==> src/verilog/ppa_map.svh <==
`ifndef PPA_MAP_SVH
`define PPA_MAP_SVH

// ****************************************
// Register byte offsets
// ****************************************
`define PPA_OFF_FUNC_SEL 6'h00
`define PPA_OFF_PRIORITY 6'h04
`define PPA_OFF_HOST_SEQ 6'h08
`define PPA_OFF_HOST_SRV 6'h0C
`define PPA_OFF_INT_EN 6'h10
`define PPA_OFF_INT_STAT 6'h14
`define PPA_OFF_CHAN_CTL 6'h18
`define PPA_OFF_MAX_COUNT 6'h1C
`define PPA_OFF_LINK_CFG 6'h20
`define PPA_OFF_LAST_ACCUM 6'h24
`define PPA_OFF_PERIOD_COUNT 6'h28
`define PPA_OFF_RUN_ACCUM 6'h2C
`define PPA_OFF_MATCH_VALUE 6'h30

// ****************************************
// Field positions
// ****************************************
`define PPA_CTL_PSC_LSB 0
`define PPA_CTL_PAC_LSB 2
`define PPA_CTL_TBS_LSB 5
`define PPA_LINK_COUNT_LSB 4
`define PPA_STAT_DONE_BIT 0
`define PPA_STAT_DETECT_BIT 1
`define PPA_HSR_INIT 2'h2

// ****************************************
// Reset values
// ****************************************
`define PPA_RST_FUNC_SEL 16'h0000
`define PPA_RST_PRIORITY 2'h0
`define PPA_RST_HOST_SEQ 2'h0
`define PPA_RST_HOST_SRV 2'h0
`define PPA_RST_PSC 2'h3
`define PPA_RST_PAC 3'h0
`define PPA_RST_TBS 4'h0
`define PPA_RST_MAX_COUNT 8'h01
`define PPA_RST_LINK_START 4'h0
`define PPA_RST_LINK_COUNT 4'h1
`define PPA_RST_MATCH_VALUE 16'h0000

`endif

==> src/verilog/ppa_pkg.sv <==
package ppa_pkg;
  typedef enum logic [1:0] {
    PPA_IDLE = 2'h0,
    PPA_ARMED = 2'h1,
    PPA_RUN = 2'h3
  } ppa_phase_type;

  typedef enum logic [1:0] {
    PPA_FORCE_LATCH = 2'h0,
    PPA_FORCE_HIGH = 2'h1,
    PPA_FORCE_LOW = 2'h2,
    PPA_FORCE_NONE = 2'h3
  } ppa_psc_type;

  typedef enum logic [2:0] {
    PPA_ACT_NONE = 3'h0,
    PPA_ACT_RISE = 3'h1,
    PPA_ACT_FALL = 3'h2,
    PPA_ACT_BOTH = 3'h3
  } ppa_pac_type;
endpackage

==> src/verilog/ppa_channel.sv <==
// Register access over Avalon-MM and the address map were decided locally.
`timescale 1ns/100ps
`include "ppa_map.svh"
module ppa_channel #(
  parameter int CHANNELS = 16
) (
  input wire logic mclk,
  input wire logic reset,
  input wire logic [5:0] avs_address,
  input wire logic avs_read,
  input wire logic avs_write,
  input wire logic [31:0] avs_writedata,
  input wire logic [3:0] avs_byteenable,
  output logic [31:0] avs_readdata,
  output logic avs_waitrequest,
  input wire logic [15:0] timer_counter_one,
  input wire logic [15:0] timer_counter_two,
  input wire logic pin_in,
  output logic pin_out,
  output logic pin_oe,
  output logic irq,
  output logic [CHANNELS-1:0] link_out
);
  import ppa_pkg::*;

  if (CHANNELS < 8 || CHANNELS > 16) begin : g_check
    $error("CHANNELS must lie between 8 and 16");
  end

  typedef struct packed {
    logic waitrequest;
    logic [31:0] readdata;
    logic [15:0] func_sel;
    logic [1:0] prio;
    logic [1:0] hsq;
    logic [1:0] hsr;
    logic int_en;
    logic [1:0] int_stat;
    logic [3:0] time_base_select_field;
    logic [2:0] pin_action_field;
    logic [1:0] pin_force_field;
    logic [7:0] max_count;
    logic [3:0] link_start;
    logic [3:0] link_count;
    logic [15:0] match_value;
    logic [23:0] last_accum;
    logic [23:0] accum;
    logic [7:0] count;
    logic [15:0] ref_cap;
    ppa_phase_type phase;
    logic pin_prev;
    logic irq;
    logic [CHANNELS-1:0] links;
    logic pin_oe;
  } ppa_state_type;

  ppa_state_type st;
  ppa_state_type next_st;

  // ****************************************
  // Helpers
  // ****************************************
  // Returns {capture on counter two, match on counter two}
  function automatic logic [1:0] base_decode(input logic [3:0] time_base_select_field);
    case (time_base_select_field)
      4'h0: base_decode = 2'h0;
      4'h1: base_decode = 2'h1;
      4'h2: base_decode = 2'h2;
      4'h3: base_decode = 2'h3;
      4'h4: base_decode = 2'h0;
      4'h5: base_decode = 2'h3;
      4'h6: base_decode = 2'h2;
      4'h7: base_decode = 2'h3;
      default: base_decode = 2'h0;
    endcase
  endfunction

  function automatic logic [CHANNELS-1:0] link_mask(input logic [3:0] start,
                                                    input logic [3:0] count);
    int i;
    link_mask = '0;
    for (i = 0; i < CHANNELS; i++) begin
      // Count is trusted as given
      if (i >= int'(start) && i < int'(start) + int'(count)) begin
        link_mask[i] = 1'b1;
      end
    end
  endfunction

  function automatic logic [15:0] merge16(input logic [15:0] old, input logic [15:0] wd,
                                          input logic [1:0] be);
    merge16 = old;
    if (be[0]) begin
      merge16[7:0] = wd[7:0];
    end
    if (be[1]) begin
      merge16[15:8] = wd[15:8];
    end
  endfunction

  // ****************************************
  // Input edge and measurement
  // ****************************************
  logic pin_sync;
  logic rise;
  logic fall;
  logic in_mode;
  logic out_mode;
  logic [1:0] base_sel;
  logic [15:0] capture;
  logic [15:0] meas;
  logic [23:0] sum;
  logic [7:0] new_count;
  logic enabled;
  logic init_req;
  logic meas_now;
  logic complete;
  logic match;
  logic detect;
  logic wr;
  logic [1:0] be_lo;
  logic [15:0] wd_lo;

  ppa_sync u_sync (
    .mclk(mclk),
    .reset(reset),
    .async_in(pin_in),
    .sync_out(pin_sync)
  );

  assign rise = pin_sync && !st.pin_prev;
  assign fall = !pin_sync && st.pin_prev;
  assign in_mode = st.time_base_select_field[3:2] == 2'h0;
  assign out_mode = st.time_base_select_field[3:2] == 2'h1;
  assign base_sel = base_decode(st.time_base_select_field);
  assign capture = base_sel[1] ? timer_counter_two : timer_counter_one;
  assign meas = 16'(capture - st.ref_cap);
  // Short mode wraps at 16 bits
  assign sum = st.hsq[0] ? {8'h00, 16'(st.accum[15:0] + meas)}
                         : 24'(st.accum + {8'h00, meas});
  assign new_count = 8'(st.count + 8'h01);
  // Any nonzero priority enables the channel; accumulating also needs input mode, the run phase and no pending init request
  assign enabled = st.prio != 2'h0;
  assign init_req = enabled && st.hsr == `PPA_HSR_INIT;
  assign meas_now = enabled && !init_req && in_mode && st.phase == PPA_RUN &&
                    (st.hsq[1] ? fall : rise);
  assign complete = meas_now && new_count >= st.max_count;
  assign match = out_mode && enabled &&
                 (base_sel[0] ? timer_counter_two : timer_counter_one) == st.match_value;
  always_comb begin
    case (ppa_pac_type'(st.pin_action_field))
      PPA_ACT_RISE: detect = rise;
      PPA_ACT_FALL: detect = fall;
      PPA_ACT_BOTH: detect = rise || fall;
      default: detect = 1'b0;
    endcase
  end
  assign wr = avs_write && !st.waitrequest;
  assign be_lo = avs_byteenable[1:0];
  assign wd_lo = avs_writedata[15:0];

  // ****************************************
  // Next state
  // ****************************************
  always_comb begin
    next_st = st;
    next_st.pin_prev = pin_sync;
    next_st.links = '0;
    next_st.waitrequest = !((avs_read || avs_write) && st.waitrequest);
    if (avs_read && st.waitrequest) begin
      case (avs_address)
        `PPA_OFF_FUNC_SEL: next_st.readdata = {16'h0000, st.func_sel};
        `PPA_OFF_PRIORITY: next_st.readdata = {30'h00000000, st.prio};
        `PPA_OFF_HOST_SEQ: next_st.readdata = {30'h00000000, st.hsq};
        `PPA_OFF_HOST_SRV: next_st.readdata = {30'h00000000, st.hsr};
        `PPA_OFF_INT_EN: next_st.readdata = {31'h00000000, st.int_en};
        `PPA_OFF_INT_STAT: next_st.readdata = {30'h00000000, st.int_stat};
        `PPA_OFF_CHAN_CTL: next_st.readdata = {23'h000000, st.time_base_select_field, st.pin_action_field, st.pin_force_field};
        `PPA_OFF_MAX_COUNT: next_st.readdata = {24'h000000, st.max_count};
        `PPA_OFF_LINK_CFG: next_st.readdata = {24'h000000, st.link_count, st.link_start};
        `PPA_OFF_LAST_ACCUM: next_st.readdata = {8'h00, st.last_accum};
        `PPA_OFF_PERIOD_COUNT: next_st.readdata = {24'h000000, st.count};
        `PPA_OFF_RUN_ACCUM: next_st.readdata = {8'h00, st.accum};
        `PPA_OFF_MATCH_VALUE: next_st.readdata = {16'h0000, st.match_value};
        default: next_st.readdata = 32'h00000000;
      endcase
    end
    // Service request clears itself; a fresh write below wins
    if (init_req) begin
      next_st.hsr = 2'h0;
    end
    if (wr) begin
      case (avs_address)
        `PPA_OFF_FUNC_SEL: next_st.func_sel = merge16(st.func_sel, wd_lo, be_lo);
        `PPA_OFF_PRIORITY: if (be_lo[0]) next_st.prio = wd_lo[1:0];
        `PPA_OFF_HOST_SEQ: if (be_lo[0]) next_st.hsq = wd_lo[1:0];
        `PPA_OFF_HOST_SRV: if (be_lo[0]) next_st.hsr = wd_lo[1:0];
        `PPA_OFF_INT_EN: if (be_lo[0]) next_st.int_en = wd_lo[0];
        // Writing zero clears a status bit
        `PPA_OFF_INT_STAT: if (be_lo[0]) next_st.int_stat = st.int_stat & wd_lo[1:0];
        `PPA_OFF_CHAN_CTL: begin
          if (be_lo[0]) begin
            next_st.pin_force_field = wd_lo[`PPA_CTL_PSC_LSB +: 2];
          end
          if (be_lo[0] && !wd_lo[`PPA_CTL_PAC_LSB + 2]) begin
            next_st.pin_action_field = wd_lo[`PPA_CTL_PAC_LSB +: 3];
          end
          if (be_lo == 2'h3 && !wd_lo[`PPA_CTL_TBS_LSB + 3]) begin
            next_st.time_base_select_field = wd_lo[`PPA_CTL_TBS_LSB +: 4];
          end
        end
        `PPA_OFF_MAX_COUNT: begin
          if (be_lo[0]) begin
            next_st.max_count = wd_lo[7:0];
            if (wd_lo[7:0] <= st.count) begin
              next_st.accum = 24'h000000;
              next_st.count = 8'h00;
            end
          end
        end
        `PPA_OFF_LINK_CFG: begin
          if (be_lo[0]) begin
            next_st.link_start = wd_lo[3:0];
            next_st.link_count = wd_lo[`PPA_LINK_COUNT_LSB +: 4];
          end
        end
        `PPA_OFF_MATCH_VALUE: next_st.match_value = merge16(st.match_value, wd_lo, be_lo);
        default: next_st.readdata = next_st.readdata;
      endcase
    end
    // Hardware events follow the writes so a set beats a clear
    if (!enabled) begin
      next_st.phase = PPA_IDLE;
    end else if (init_req) begin
      next_st.accum = 24'h000000;
      next_st.count = 8'h00;
      next_st.phase = PPA_ARMED;
    end else begin
      case (st.phase)
        PPA_IDLE: next_st.phase = PPA_IDLE;
        PPA_ARMED: begin
          if (in_mode && rise) begin
            next_st.ref_cap = capture;
            next_st.phase = PPA_RUN;
          end
        end
        PPA_RUN: begin
          if (meas_now) begin
            next_st.ref_cap = capture;
            next_st.accum = sum;
            next_st.count = new_count;
            if (st.hsq[1]) begin
              next_st.phase = PPA_ARMED;
            end
          end
          if (complete) begin
            next_st.last_accum = sum;
            next_st.accum = 24'h000000;
            next_st.count = 8'h00;
            next_st.int_stat[`PPA_STAT_DONE_BIT] = 1'b1;
            if (st.hsq[0]) begin
              next_st.links = link_mask(st.link_start, st.link_count);
            end
          end
        end
        default: next_st.phase = PPA_IDLE;
      endcase
    end
    if (in_mode && detect) begin
      next_st.int_stat[`PPA_STAT_DETECT_BIT] = 1'b1;
    end
    next_st.irq = st.int_en && st.int_stat[`PPA_STAT_DONE_BIT];
    next_st.pin_oe = out_mode;
  end

  always_ff @(posedge mclk) begin
    if (reset) begin
      st <= '0;
      st.waitrequest <= 1'b1;
      st.func_sel <= `PPA_RST_FUNC_SEL;
      st.prio <= `PPA_RST_PRIORITY;
      st.hsq <= `PPA_RST_HOST_SEQ;
      st.hsr <= `PPA_RST_HOST_SRV;
      st.pin_force_field <= `PPA_RST_PSC;
      st.pin_action_field <= `PPA_RST_PAC;
      st.time_base_select_field <= `PPA_RST_TBS;
      st.max_count <= `PPA_RST_MAX_COUNT;
      st.link_start <= `PPA_RST_LINK_START;
      st.link_count <= `PPA_RST_LINK_COUNT;
      st.match_value <= `PPA_RST_MATCH_VALUE;
      st.phase <= PPA_IDLE;
    end else begin
      st <= next_st;
    end
  end

  ppa_pin_drive u_pin (
    .mclk(mclk),
    .reset(reset),
    .match(match),
    .pin_action_field(st.pin_action_field),
    .pin_force_field(st.pin_force_field),
    .pin_out(pin_out)
  );

  assign avs_readdata = st.readdata;
  assign avs_waitrequest = st.waitrequest;
  assign irq = st.irq;
  assign link_out = st.links;
  assign pin_oe = st.pin_oe;

  // ****************************************
  // Checks
  // ****************************************
  irq_gated_a: assert property (@(posedge mclk) disable iff (reset)
    !st.int_en |=> !irq) else $error("interrupt without enable");
  done_flag_a: assert property (@(posedge mclk) disable iff (reset)
    complete |=> st.int_stat[0] && st.count == 8'h00) else $error("completion lost");
  early_done_a: assert property (@(posedge mclk) disable iff (reset)
    meas_now && new_count < st.max_count |=> st.count == $past(new_count))
    else $error("early completion");
  last_hold_a: assert property (@(posedge mclk) disable iff (reset)
    !complete |=> $stable(st.last_accum)) else $error("last sum disturbed");
  link_mode_a: assert property (@(posedge mclk) disable iff (reset)
    link_out != '0 |-> $past(complete) && $past(st.hsq[0])) else $error("stray link");
  short_sum_a: assert property (@(posedge mclk) disable iff (reset)
    complete && st.hsq[0] |=> st.last_accum[23:16] == 8'h00) else $error("short sum wide");
  init_clear_a: assert property (@(posedge mclk) disable iff (reset)
    init_req |=> st.accum == 24'h000000 && st.count == 8'h00 && st.phase == PPA_ARMED)
    else $error("init did not clear");
  disabled_idle_a: assert property (@(posedge mclk) disable iff (reset)
    !enabled |=> st.phase == PPA_IDLE) else $error("disabled channel active");
  max_term_a: assert property (@(posedge mclk) disable iff (reset)
    wr && avs_address == `PPA_OFF_MAX_COUNT && be_lo[0] && !meas_now &&
    !init_req && wd_lo[7:0] <= st.count |=> st.count == 8'h00)
    else $error("max count did not terminate");
  pac_keep_a: assert property (@(posedge mclk) disable iff (reset)
    wr && avs_address == `PPA_OFF_CHAN_CTL && wd_lo[4] |=> st.pin_action_field == $past(st.pin_action_field))
    else $error("pin action changed");
  wait_answer_a: assert property (@(posedge mclk) disable iff (reset)
    (avs_read || avs_write) && st.waitrequest |=> !avs_waitrequest ##1 avs_waitrequest)
    else $error("bus answer timing");
endmodule

==> src/verilog/ppa_pin_drive.sv <==
`timescale 1ns/100ps
module ppa_pin_drive (
  input wire logic mclk,
  input wire logic reset,
  input wire logic match,
  input wire logic [2:0] pin_action_field,
  input wire logic [1:0] pin_force_field,
  output logic pin_out
);
  import ppa_pkg::*;

  typedef struct packed {
    logic latch;
    logic out;
  } ppa_drive_type;

  ppa_drive_type st;
  ppa_drive_type next_st;

  always_comb begin
    next_st = st;
    if (match) begin
      case (ppa_pac_type'(pin_action_field))
        PPA_ACT_RISE: next_st.latch = 1'b1;
        PPA_ACT_FALL: next_st.latch = 1'b0;
        PPA_ACT_BOTH: next_st.latch = ~st.latch;
        default: next_st.latch = st.latch;
      endcase
    end
    // Force acts on the pin only, never on the latch
    case (ppa_psc_type'(pin_force_field))
      PPA_FORCE_LATCH: next_st.out = next_st.latch;
      PPA_FORCE_HIGH: next_st.out = 1'b1;
      PPA_FORCE_LOW: next_st.out = 1'b0;
      default: next_st.out = st.out;
    endcase
  end

  always_ff @(posedge mclk) begin
    if (reset) begin
      st <= '0;
    end else begin
      st <= next_st;
    end
  end

  assign pin_out = st.out;

  force_high_a: assert property (@(posedge mclk) disable iff (reset)
    pin_force_field == 2'h1 |=> pin_out) else $error("force high not driven");
  latch_kept_a: assert property (@(posedge mclk) disable iff (reset)
    !match |=> $stable(st.latch)) else $error("latch moved without match");
  toggle_match_a: assert property (@(posedge mclk) disable iff (reset)
    match && pin_action_field == 3'h3 |=> st.latch != $past(st.latch)) else $error("toggle missed");
endmodule

==> src/verilog/ppa_sync.sv <==
`timescale 1ns/100ps
module ppa_sync (
  input wire logic mclk,
  input wire logic reset,
  input wire logic async_in,
  output logic sync_out
);
  import ppa_pkg::*;

  typedef struct packed {
    logic stage1;
    logic stage2;
  } ppa_sync_type;

  ppa_sync_type st;
  ppa_sync_type next_st;

  always_comb begin
    next_st = st;
    next_st.stage1 = async_in;
    next_st.stage2 = st.stage1;
  end

  always_ff @(posedge mclk) begin
    if (reset) begin
      st <= '0;
    end else begin
      st <= next_st;
    end
  end

  assign sync_out = st.stage2;
endmodule
==> config.mk <==
export PLATFORM = sky130hd
export DESIGN_NAME = ppa_channel
export DESIGN_NICKNAME = d
export VERILOG_FILES = /design/src/verilog/ppa_pkg.sv /design/src/verilog/ppa_channel.sv /design/src/verilog/ppa_pin_drive.sv /design/src/verilog/ppa_sync.sv
export VERILOG_INCLUDE_DIRS = /design/src /design/src/verilog
export SDC_FILE = /design/constraint.sdc
export NUM_CORES = 1
export LEC_CHECK = 0
export BUFFER_PORTS_ARGS = -buffer_cell sky130_fd_sc_hd__clkbuf_2
export CELL_PAD_IN_SITES_DETAIL_PLACEMENT = 2
export CELL_PAD_IN_SITES_GLOBAL_PLACEMENT = 2
export CORE_ASPECT_RATIO = 1.75
export CORE_UTILIZATION = 35
export CTS_CLUSTER_SIZE = 14
export DETAILED_ROUTE_END_ITERATION = 8
export HOLD_SLACK_MARGIN = 0.06
export MAX_ROUTING_LAYER = met4
export PLACE_DENSITY_LB_ADDON = 0.1
export SYNTH_ARGS = -nofsm -noshare
export SYNTH_HDL_FRONTEND = slang
export SYNTH_SLANG_ARGS = --single-unit
==> constraint.sdc <==
create_clock -name mclk -period 5.8 [get_ports mclk]
set_input_delay 0.58 -clock mclk [delete_from_list [all_inputs] [get_ports mclk]]
set_output_delay 0.58 -clock mclk [all_outputs]
set_load 0.1 [all_outputs]
After elaboration in Yosys (flattened, before gate mapping)

Memory sizes are Yosys's and may differ from the RTL's. A register that Yosys moved wholly into a read port is not among the register bits.
Index checks and enable logic that the tools add are counted.

Bits of input ports: 79
Output and inout bits: 52
Memories: 1
Word-level logic and storage cells: 246
ROM bits: 16
Bits in registers: 196

Memories:

| name            | words | width | read ports | clocked after Yosys merged registers in | wr ports | RTL line          | text |
|---|---|---|---|---|---|---|---|
| (no name shown) | 8     | 2     | 1          | 1                                       | 0        | ppa_channel.sv:65 | `case (time_base_select_field)` |

Eq/ne operators: 29
Order comparisons: 33
Mux-type cells: 68
$add $sub $neg: 5
Bitwise operators: 7
Reductions and logical operators: 71

Operators by type and width:

| operator            | number |
|---|---|
| $pmux 24 s13        | 1 |
| $mux 32             | 8 |
| $lt 5x32->1 const A | 7 |
| $lt 4x32->1 const A | 4 |
| $lt 3x32->1 const A | 2 |
| $mux 16             | 4 |
| $mux 50             | 1 |
| $mux 48             | 1 |
| $mux 8              | 6 |
| $mux 46             | 1 |
| $reduce_and 3->1    | 15 |
| $logic_and 1x1->1   | 33 |
| $lt 1x32->1 const A | 1 |
| $lt 2x32->1 const A | 1 |
| $pmux 16 s2         | 1 |
| $eq 6x6->1 const B  | 5 |
| $ge 4x4->1 const A  | 7 |
| $mux 1              | 26 |
| $add 24x16->24      | 1 |
| $eq 6x5->1 const B  | 4 |
| $mux 24             | 1 |
| $mux 18             | 1 |
| $add 16x16->16      | 1 |
| $eq 16x16->1        | 1 |
| other kinds (36)    | 80 |

Longest topological paths before layout

Gate-level depths: netlist of run 1.

Depth in word-level cells: 12
Gate-level depth with buffers: 24

Modules after synthesis

A second synthesis of run 1 with hierarchy kept.

Cells, all modules: 1297
Area total of the unflattened synthesis: 11090.6 µm²

By module, submodules not included:

| module        | area each (µm²) | cells an instance | instances |
|---|---|---|---|
| ppa_channel   | 10908.0         | 1279              | 1 |
| ppa_pin_drive | 130.1           | 14                | 1 |
| ppa_sync      | 52.6            | 4                 | 1 |

Worst setup path before layout of run 1

No wires, ideal clock.

Path type: register to register
Start: register st[133] in the netlist's numbering
End: register st[92] in the netlist's numbering
Slack: 0.874 ns
Required time: 5.678 ns
Arrival: 4.804 ns
Cell stages (with the launch flop): 23
Clock period less this slack: 4.926 ns
Cells stage by stage: dfxtp_1 > nor2b_1 > clkbuf_1 > buf_1 > mux2i_1 > ha_1 > inv_1 > fa_1 > a21o_1 > a21oi_1 > o21ai_0 > a31oi_1 > o21ai_0 > nor2_1 > xnor2_1 > ha_1 > or2_2 > a21oi_1 > a311oi_1 > or4_1 > o2111ai_1 > nor3_1 > a221o_1

Cells in the longest elaborated chain, start to end: 6
Elaborated cells between the ends (all ways): 11
Classes of those cells: add/sub (2); mux (3); reduce/logical (6)

RTL lines:

| what                                                   | RTL line           | text |
|---|---|---|
| start, declared                                        | ppa_channel.sv:57  | `ppa_state_type st;` |
| start signal, assigned                                 | ppa_channel.sv:293 | `st <= next_st;` |
| branches (longest 6 deep; another with $add 24x16->24) | n/a                |  |

Parallel ways; which one is timed is not known.
A chain may end at the register's enable or synchronous reset.

==> results of run 1 <==
through the flow:
step / worst slack (ns) / total power, mW
after floorplan: 0.874 / 1.50
after global placement: 0.783 / 1.59
after detailed placement: 0.661 / 1.59
after CTS: 0.538 / 2.93
after global routing: 0.172 / 2.99
final: 0.576 / 2.90
power by group through the flow:
stage	Combinational [mW]	Sequential, mW	Clock, mW
2_1_floorplan	0.163	1.34	0
6_report	0.255	1.31	1.33
3_5_place_dp	0.256	1.34	0
3_3_place_gp	0.251	1.34	0
4_1_cts	0.258	1.31	1.37
5_1_grt	0.278	1.31	1.41
worst max-delay path, stage by stage, from the launching register on:
cell       delay, ns
dfxtp_1         0.31
nor2b_1         0.35
buf_4           0.27
mux2_2          0.37
ha_1            0.32
a21o_1          0.19
a21oi_1         0.28
o21ai_0         0.19
a31oi_1         0.24
o21ai_0         0.20
nor2_1          0.18
xnor2_1         0.18
ha_1            0.32
or2_2           0.29
a21oi_1         0.18
a311oi_1        0.11
or4_1           0.50
o2111ai_1       0.22
nor3_1          0.10
a221o_1         0.29
area by class of cell:
cell class / count / area (µm²)
clock buffers: 19 / 453
fillers: 3438 / 18100
diodes: 1 / 2.50
clock inverters: 13 / 203
inverters: 50 / 188
repair buffers: 119 / 636
flip-flops and latches: 190 / 3800
multi-input cells: 957 / 6250
well taps: 387 / 484
final timing paths:
path | endpoint | cells past startpoint | start
hold / removal | u_sync.next_st[0] | 2 | pin_in
hold reg to reg | u_sync.sync_out | 1 | u_sync.next_st[0]
setup reg to reg | st[92] | 19 | flip-flop
setup / recovery | st[92] | 19 | flip-flop
state kept, by name, indices dropped and copies added (netlist names), named ones only:
| register | flops |
|---|---|
| st | 141 |
| avs_readdata | 24 |
| link_out | 16 |
| avs_waitrequest | 1 |
| irq | 1 |
| pin_oe | 1 |
| u_pin.pin_out | 1 |
| u_pin.st | 1 |
| u_sync.next_st | 1 |
| u_sync.sync_out | 1 |
synth_stat cells (5+ instances only):
| cell type | count |
|---|---|
| and3_1 | 11 |
| a211oi_1 | 14 |
| mux2_2 | 14 |
| o211ai_1 | 7 |
| or3_1 | 10 |
| a21oi_1 | 118 |
| clkbuf_1 | 40 |
| a221oi_1 | 10 |
| a31oi_1 | 12 |
| buf_2 | 9 |
| nor3_1 | 18 |
| nor2_1 | 175 |
| a22oi_1 | 60 |
| or2_2 | 7 |
| nor2b_1 | 17 |
| dfxtp_1 | 190 |
| a21o_1 | 11 |
| xor2_1 | 23 |
| mux2i_1 | 66 |
| o21ai_0 | 41 |
| nor4_1 | 7 |
| ha_1 | 58 |
| and2_1 | 5 |
| nand2_1 | 111 |
| nand2b_1 | 7 |
| xnor2_1 | 31 |
| nand4_1 | 7 |
| o21a_1 | 6 |
| nand3_1 | 26 |
| buf_4 | 49 |
| a22o_1 | 9 |
| inv_1 | 50 |
| a41oi_1 | 6 |
cell families (layout without fill, tap and decap cells):
family | after synthesis | count (layout) | synth area share [%]
compound gates | 331 | 331 | 20.1
flops | 190 | 190 | 35.3
other cells | 1 | 9 | 0.0348
mux | 80 | 80 | 7.58
buf+inv | 153 | 201 | 7.27
fa+ha+maj | 61 | 61 | 7.28
simple gates | 423 | 423 | 18.1
xor+xnor | 54 | 54 | 4.38
routing by layer:
metal,GRT usage (%),part of all wire (%)
met2,51.9,56
met1,24.7,36
met4,15.8,5.5
met5,-,0
met3,3.37,2.3
==> run summary, run 1 <==
Clock Latency Late Sink: 0.46 ns
Top_reg_cell synth: dfxtp_1
# rows: 84
Initial DRC Count: 382
Internal Power: 2.14 mW
Vert. Die Dim: 234 µm
Root Driver: clkbuf_16
CTS tree: done
First-pass GRT wire length: 60.8 mm
Die area: 31,600 µm²
Clock share of power: 46.1%
Worst Hold Class: input port to flip-flop
Synth area leader: dfxtp_1
Kind of start point of the critical path: flip-flop
Dpl cell area: 11,400 µm²
Final Routed Wirelength: 39.7 mm
GRT Residual Overflow: 0
Bufs on Longest Clock Path: 2
Leak pwr: 4.57 nW
Setup TNS: 0 ns
Fin Clk Skew: 0.0101 ns
Worst-Margin Slew: 1.06 ns
Crit-path max FO: 10
Largest net degree at the start of global routing: 61
Clk sinks: 190
Net Sw Power: 756 µW
Routed vias/inst: 5.61
Register bit total from synthesis: 190
Setup violators final: 0
Detailed placer's ending HPWL: 30.8 mm
MaxCap Viol Count: 0
Routed length per instance: 22.9 µm
CTS resizes: 0
H-tree depth: 4
# port buffers: 104
Peak supply drop: 0.000221 V
Leading post-synthesis cells by cell area: dfxtp_1, ha_1, mux2i_1
EDFF count, synth: 0
Synth async-reset ratio: 0%
Crit share post-route: 90.1%
Final net count: 1,475
Share of layout cells above drive strength 1: 15.0%
Top-area cell type share of the netlist area: 35.3%
Post-synthesis cell type count: 76
Most common cell after layout, fill and taps aside: dfxtp_1
Combinational power share: 8.8%
Pwr/cell area: 241 nW/µm²
Fin area: 12,000 µm²
Boundary Pins: 131
Most frequent cells in the layout: dfxtp_1, nor2_1, a21oi_1
Final core utilization: 39.9%
Synth warn: 0
Slew Viols, Final: 0
Core footprint: 30,200 µm²
Fmax: 0.191 GHz
Hold Violations, Final: 0
Die Width: 135 µm
Final estimated routing congestion in global placement: 0.907
Slew headroom: 29.0%
CTS buffer count: 17
Total Routing Usage GR: 26.8%
Status: finished, final reports clean
Avg Cell Area, Syn: 8.35 µm²
Clock Pin Slew Worst Setup and Hold Paths: 0.07 ns
Seq pwr share: 45.1%
Area Overhead vs Synth: 11.4%
DP Cell Count: 1,703
R2r setup slk: 0.58 ns
Hold-fix buffers at CTS: 0
Post CTS Setup Buffer Count: 0
CP arrival: 5.57 ns
Worst hold slack: 0.336 ns
Post-Layout Cell Count: 1,736
Post-synthesis sequential area ratio: 35.3%
Required time of the worst setup path: 6.14 ns
Routed via count: 9,738
Routed Antenna Nets: 0
RSZ-0062 raised after global routing: no
Post-Syn Instances: 1,293
Crit path time final: 5.22 ns
Crit Path Category: flip-flop to flip-flop
Antenna violations before repair: 1
Drt first pass iters: 6
Initial core utilization: 35.8%
Critical Path End Type: flip-flop
Post-synthesis cell area: 10,800 µm²
Vias in the first global route: 10.7k
Drt drc: 0
Switch share: 26.1%
No activity file was read; power rests on OpenSTA's default activity.
==> run 2: changes to the inputs <==
clock period = 5.3 ns   (was 5.8 ns; I/O delays follow)
==> run summary, run 2 (synthesis gave the netlist of run 1 again) <==
GRT Residual Overflow: 0
Leak pwr: 4.54 nW
Switch share: 28.8%
CP max stage cell: or4_1
Final Routed Wirelength: 40.1 mm
Most common cell after layout, fill and taps aside: dfxtp_1
Setup TNS: 0 ns
Drt drc: 0
H-tree depth: 4
Total Routing Usage GR: 27.2%
M1 GR Usage: 25.9%
Max incr delay on CP: 0.52 ns
Bufs on Longest Clock Path: 2
Core footprint: 30,200 µm²
Worst-Margin Slew: 1.40 ns
Seq pwr share: 47.6%
Clk sinks: 190
Critical Path End Type: flip-flop
Met3 track demand over resource: 2.96%
# fillers: 3,502
GR peak layer: met2
Initial DRC Count: 413
Fin Clk Skew: 0.0173 ns
CTS tree: done
Detailed placer's ending HPWL: 31.1 mm
CTS buffer count: 17
Clock Latency Late Sink: 0.48 ns
Internal Power: 2.14 mW
Vert. Die Dim: 234 µm
Hold Crit Start: pin_in
Crit-path max FO: 12
Die area: 31,600 µm²
First-pass GRT wire length: 61.6 mm
Largest net degree at the start of global routing: 67
Combinational power share: 9.4%
Worst Hold Class: input port to flip-flop
Setup violators final: 0
Max FFs per register: 141
Reg2reg start: st[133]
Critical path, cell by cell: nor2b_1 > buf_6 > mux2i_2 > ha_1 > inv_1 > fa_1 > a21o_1 > a21oi_2 > o21ai_0 > a31oi_1 > o21ai_1 > nor2_1 > xnor2_1 > ha_1 > or2_2 > a21oi_2 > a311oi_2 > or4_1 > o2111ai_2 > nor3_1 > a221o_1
ANT cells: 0
Required time of the worst setup path: 5.67 ns
GR Util met2: 53.4%
Clock share of power: 43.0%
Pwr Total: 3.00 mW
Antenna violations before repair: 0
Post-Layout Cell Count: 1,734
Vias in the first global route: 10.6k
Crit Path Category: flip-flop to flip-flop
MaxCap Viol Count: 0
Routed via count: 9,679
Drt first pass iters: 4
Most flop-heavy register: st
Min-Delay Endpoint: u_sync.next_st[0]
Final core utilization: 39.7%
Slew headroom: 6.42%
# rows: 84
Net Sw Power: 866 µW
CP arrival: 5.23 ns
R2r setup slk: 0.44 ns
Initial core utilization: 35.8%
Post CTS Setup Buffer Count: 0
Routed length per instance: 23.1 µm
Dpl ws: 0.170 ns
Setup ws final: 0.435 ns
Kind of start point of the critical path: flip-flop
Hold Violations, Final: 0
# port buffers: 104
Routed Antenna Nets: 0
Fmax: 0.206 GHz
Status: finished, final reports clean
Reg2Reg Depth: 21
Routed vias/inst: 5.58
Peak supply drop: 0.000253 V
Area Overhead vs Synth: 11.0%
Boundary Pins: 131
Slew Viols, Final: 0
Most frequent cells in the layout: dfxtp_1, nor2_1, a21oi_1
Crit path time final: 4.86 ns
Pwr/cell area: 251 nW/µm²
Clock Pin Slew Worst Setup and Hold Paths: 0.08 ns
Final estimated routing congestion in global placement: 0.870
Die Width: 135 µm
Crit share post-route: 91.8%
Share of layout cells above drive strength 1: 15.3%
Hold path depth: 2
Reg-to-Reg End: st[92]
Final net count: 1,474
RSZ-0062 raised after global routing: no
DP Cell Count: 1,702
Root Driver: clkbuf_16
==> run 2: cell types whose count changed in the layout (fill, tap and decap cells not counted), moves of 4 or more <==
cell,before,now
bufinv_16,4,0
inv_6,0,7
inv_8,4,0
clkinv_8,0,4
==> run 2: layout make-up <==
class	count	area [µm²]	share of cell area, %
flip-flops and latches	190	3800	31.8
clock buffers	17	425	3.55
clock inverters	15	150	1.25
repair buffers	118	632	5.28
inverters	50	188	1.57
multi-input cells	957	6290	52.5
well taps	387	484	4.04
==> run 2: worst max path at each step <==
stage / startpoint / end / slack, ns / cells after the start
2_1_floorplan: st[133] / st[92] / 0.37 / 22
3_3_place_gp: flip-flop / st[68] / 0.32 / 21
3_5_place_dp: st[133] / st[90] / 0.17 / 21
4_1_cts: st[133] / st[68] / 0.10 / 21
5_1_grt: st[133] / st[90] / 0.03 / 21
6_report: st[133] / st[92] / 0.44 / 21
==> run 2: power by group through the flow <==
stage / Sequential, mW / Combinational [mW] / Clock, mW
5_1_grt: 1.43 / 0.307 / 1.37
2_1_floorplan: 1.47 / 0.178 / 0
3_5_place_dp: 1.46 / 0.281 / 0
6_report: 1.43 / 0.283 / 1.29
4_1_cts: 1.43 / 0.283 / 1.32
3_3_place_gp: 1.46 / 0.276 / 0
==> run 2: routing by layer <==
layer | wire (µm) | vias to the layer above
met5 | 0 | -
met4 | 1800 | 0
met3 | 836 | 63
met2 | 22800 | 176
met1 | 14600 | 4842
li1 | - | 4598
==> run 2: worst max-delay path, delay by kind of cell (launching register included) <==
kind                       cells  cell delay, ns
AOI/OAI and AO/OA              9            1.62
and+or+nand+nor                5            1.21
adders and majority gates      3            0.94
DFF                            1            0.32
buffers and inverters          2            0.26
muxes                          1            0.25
xor gates and xnor gates       1            0.15
==> run 2: per-stage QoR <==
| stage | hold slack [ns] | instance area, µm² |
|---|---|---|
| after CTS | 0.281 | 11900 |
| final | 0.280 | 12000 |
| after global placement | 0.432 | 11400 |
| after global routing | 0.298 | 12000 |
| after floorplan | 0.414 | 10800 |
| after detailed placement | 0.437 | 11400 |
==> run 2: what timing repair did <==
action                                  in CTS  in global routing
endpoints found under the hold margin        0                  0
hold buffers                                 0                  0
endpoints found under the setup margin       0                 18
resized for setup                            0                  8
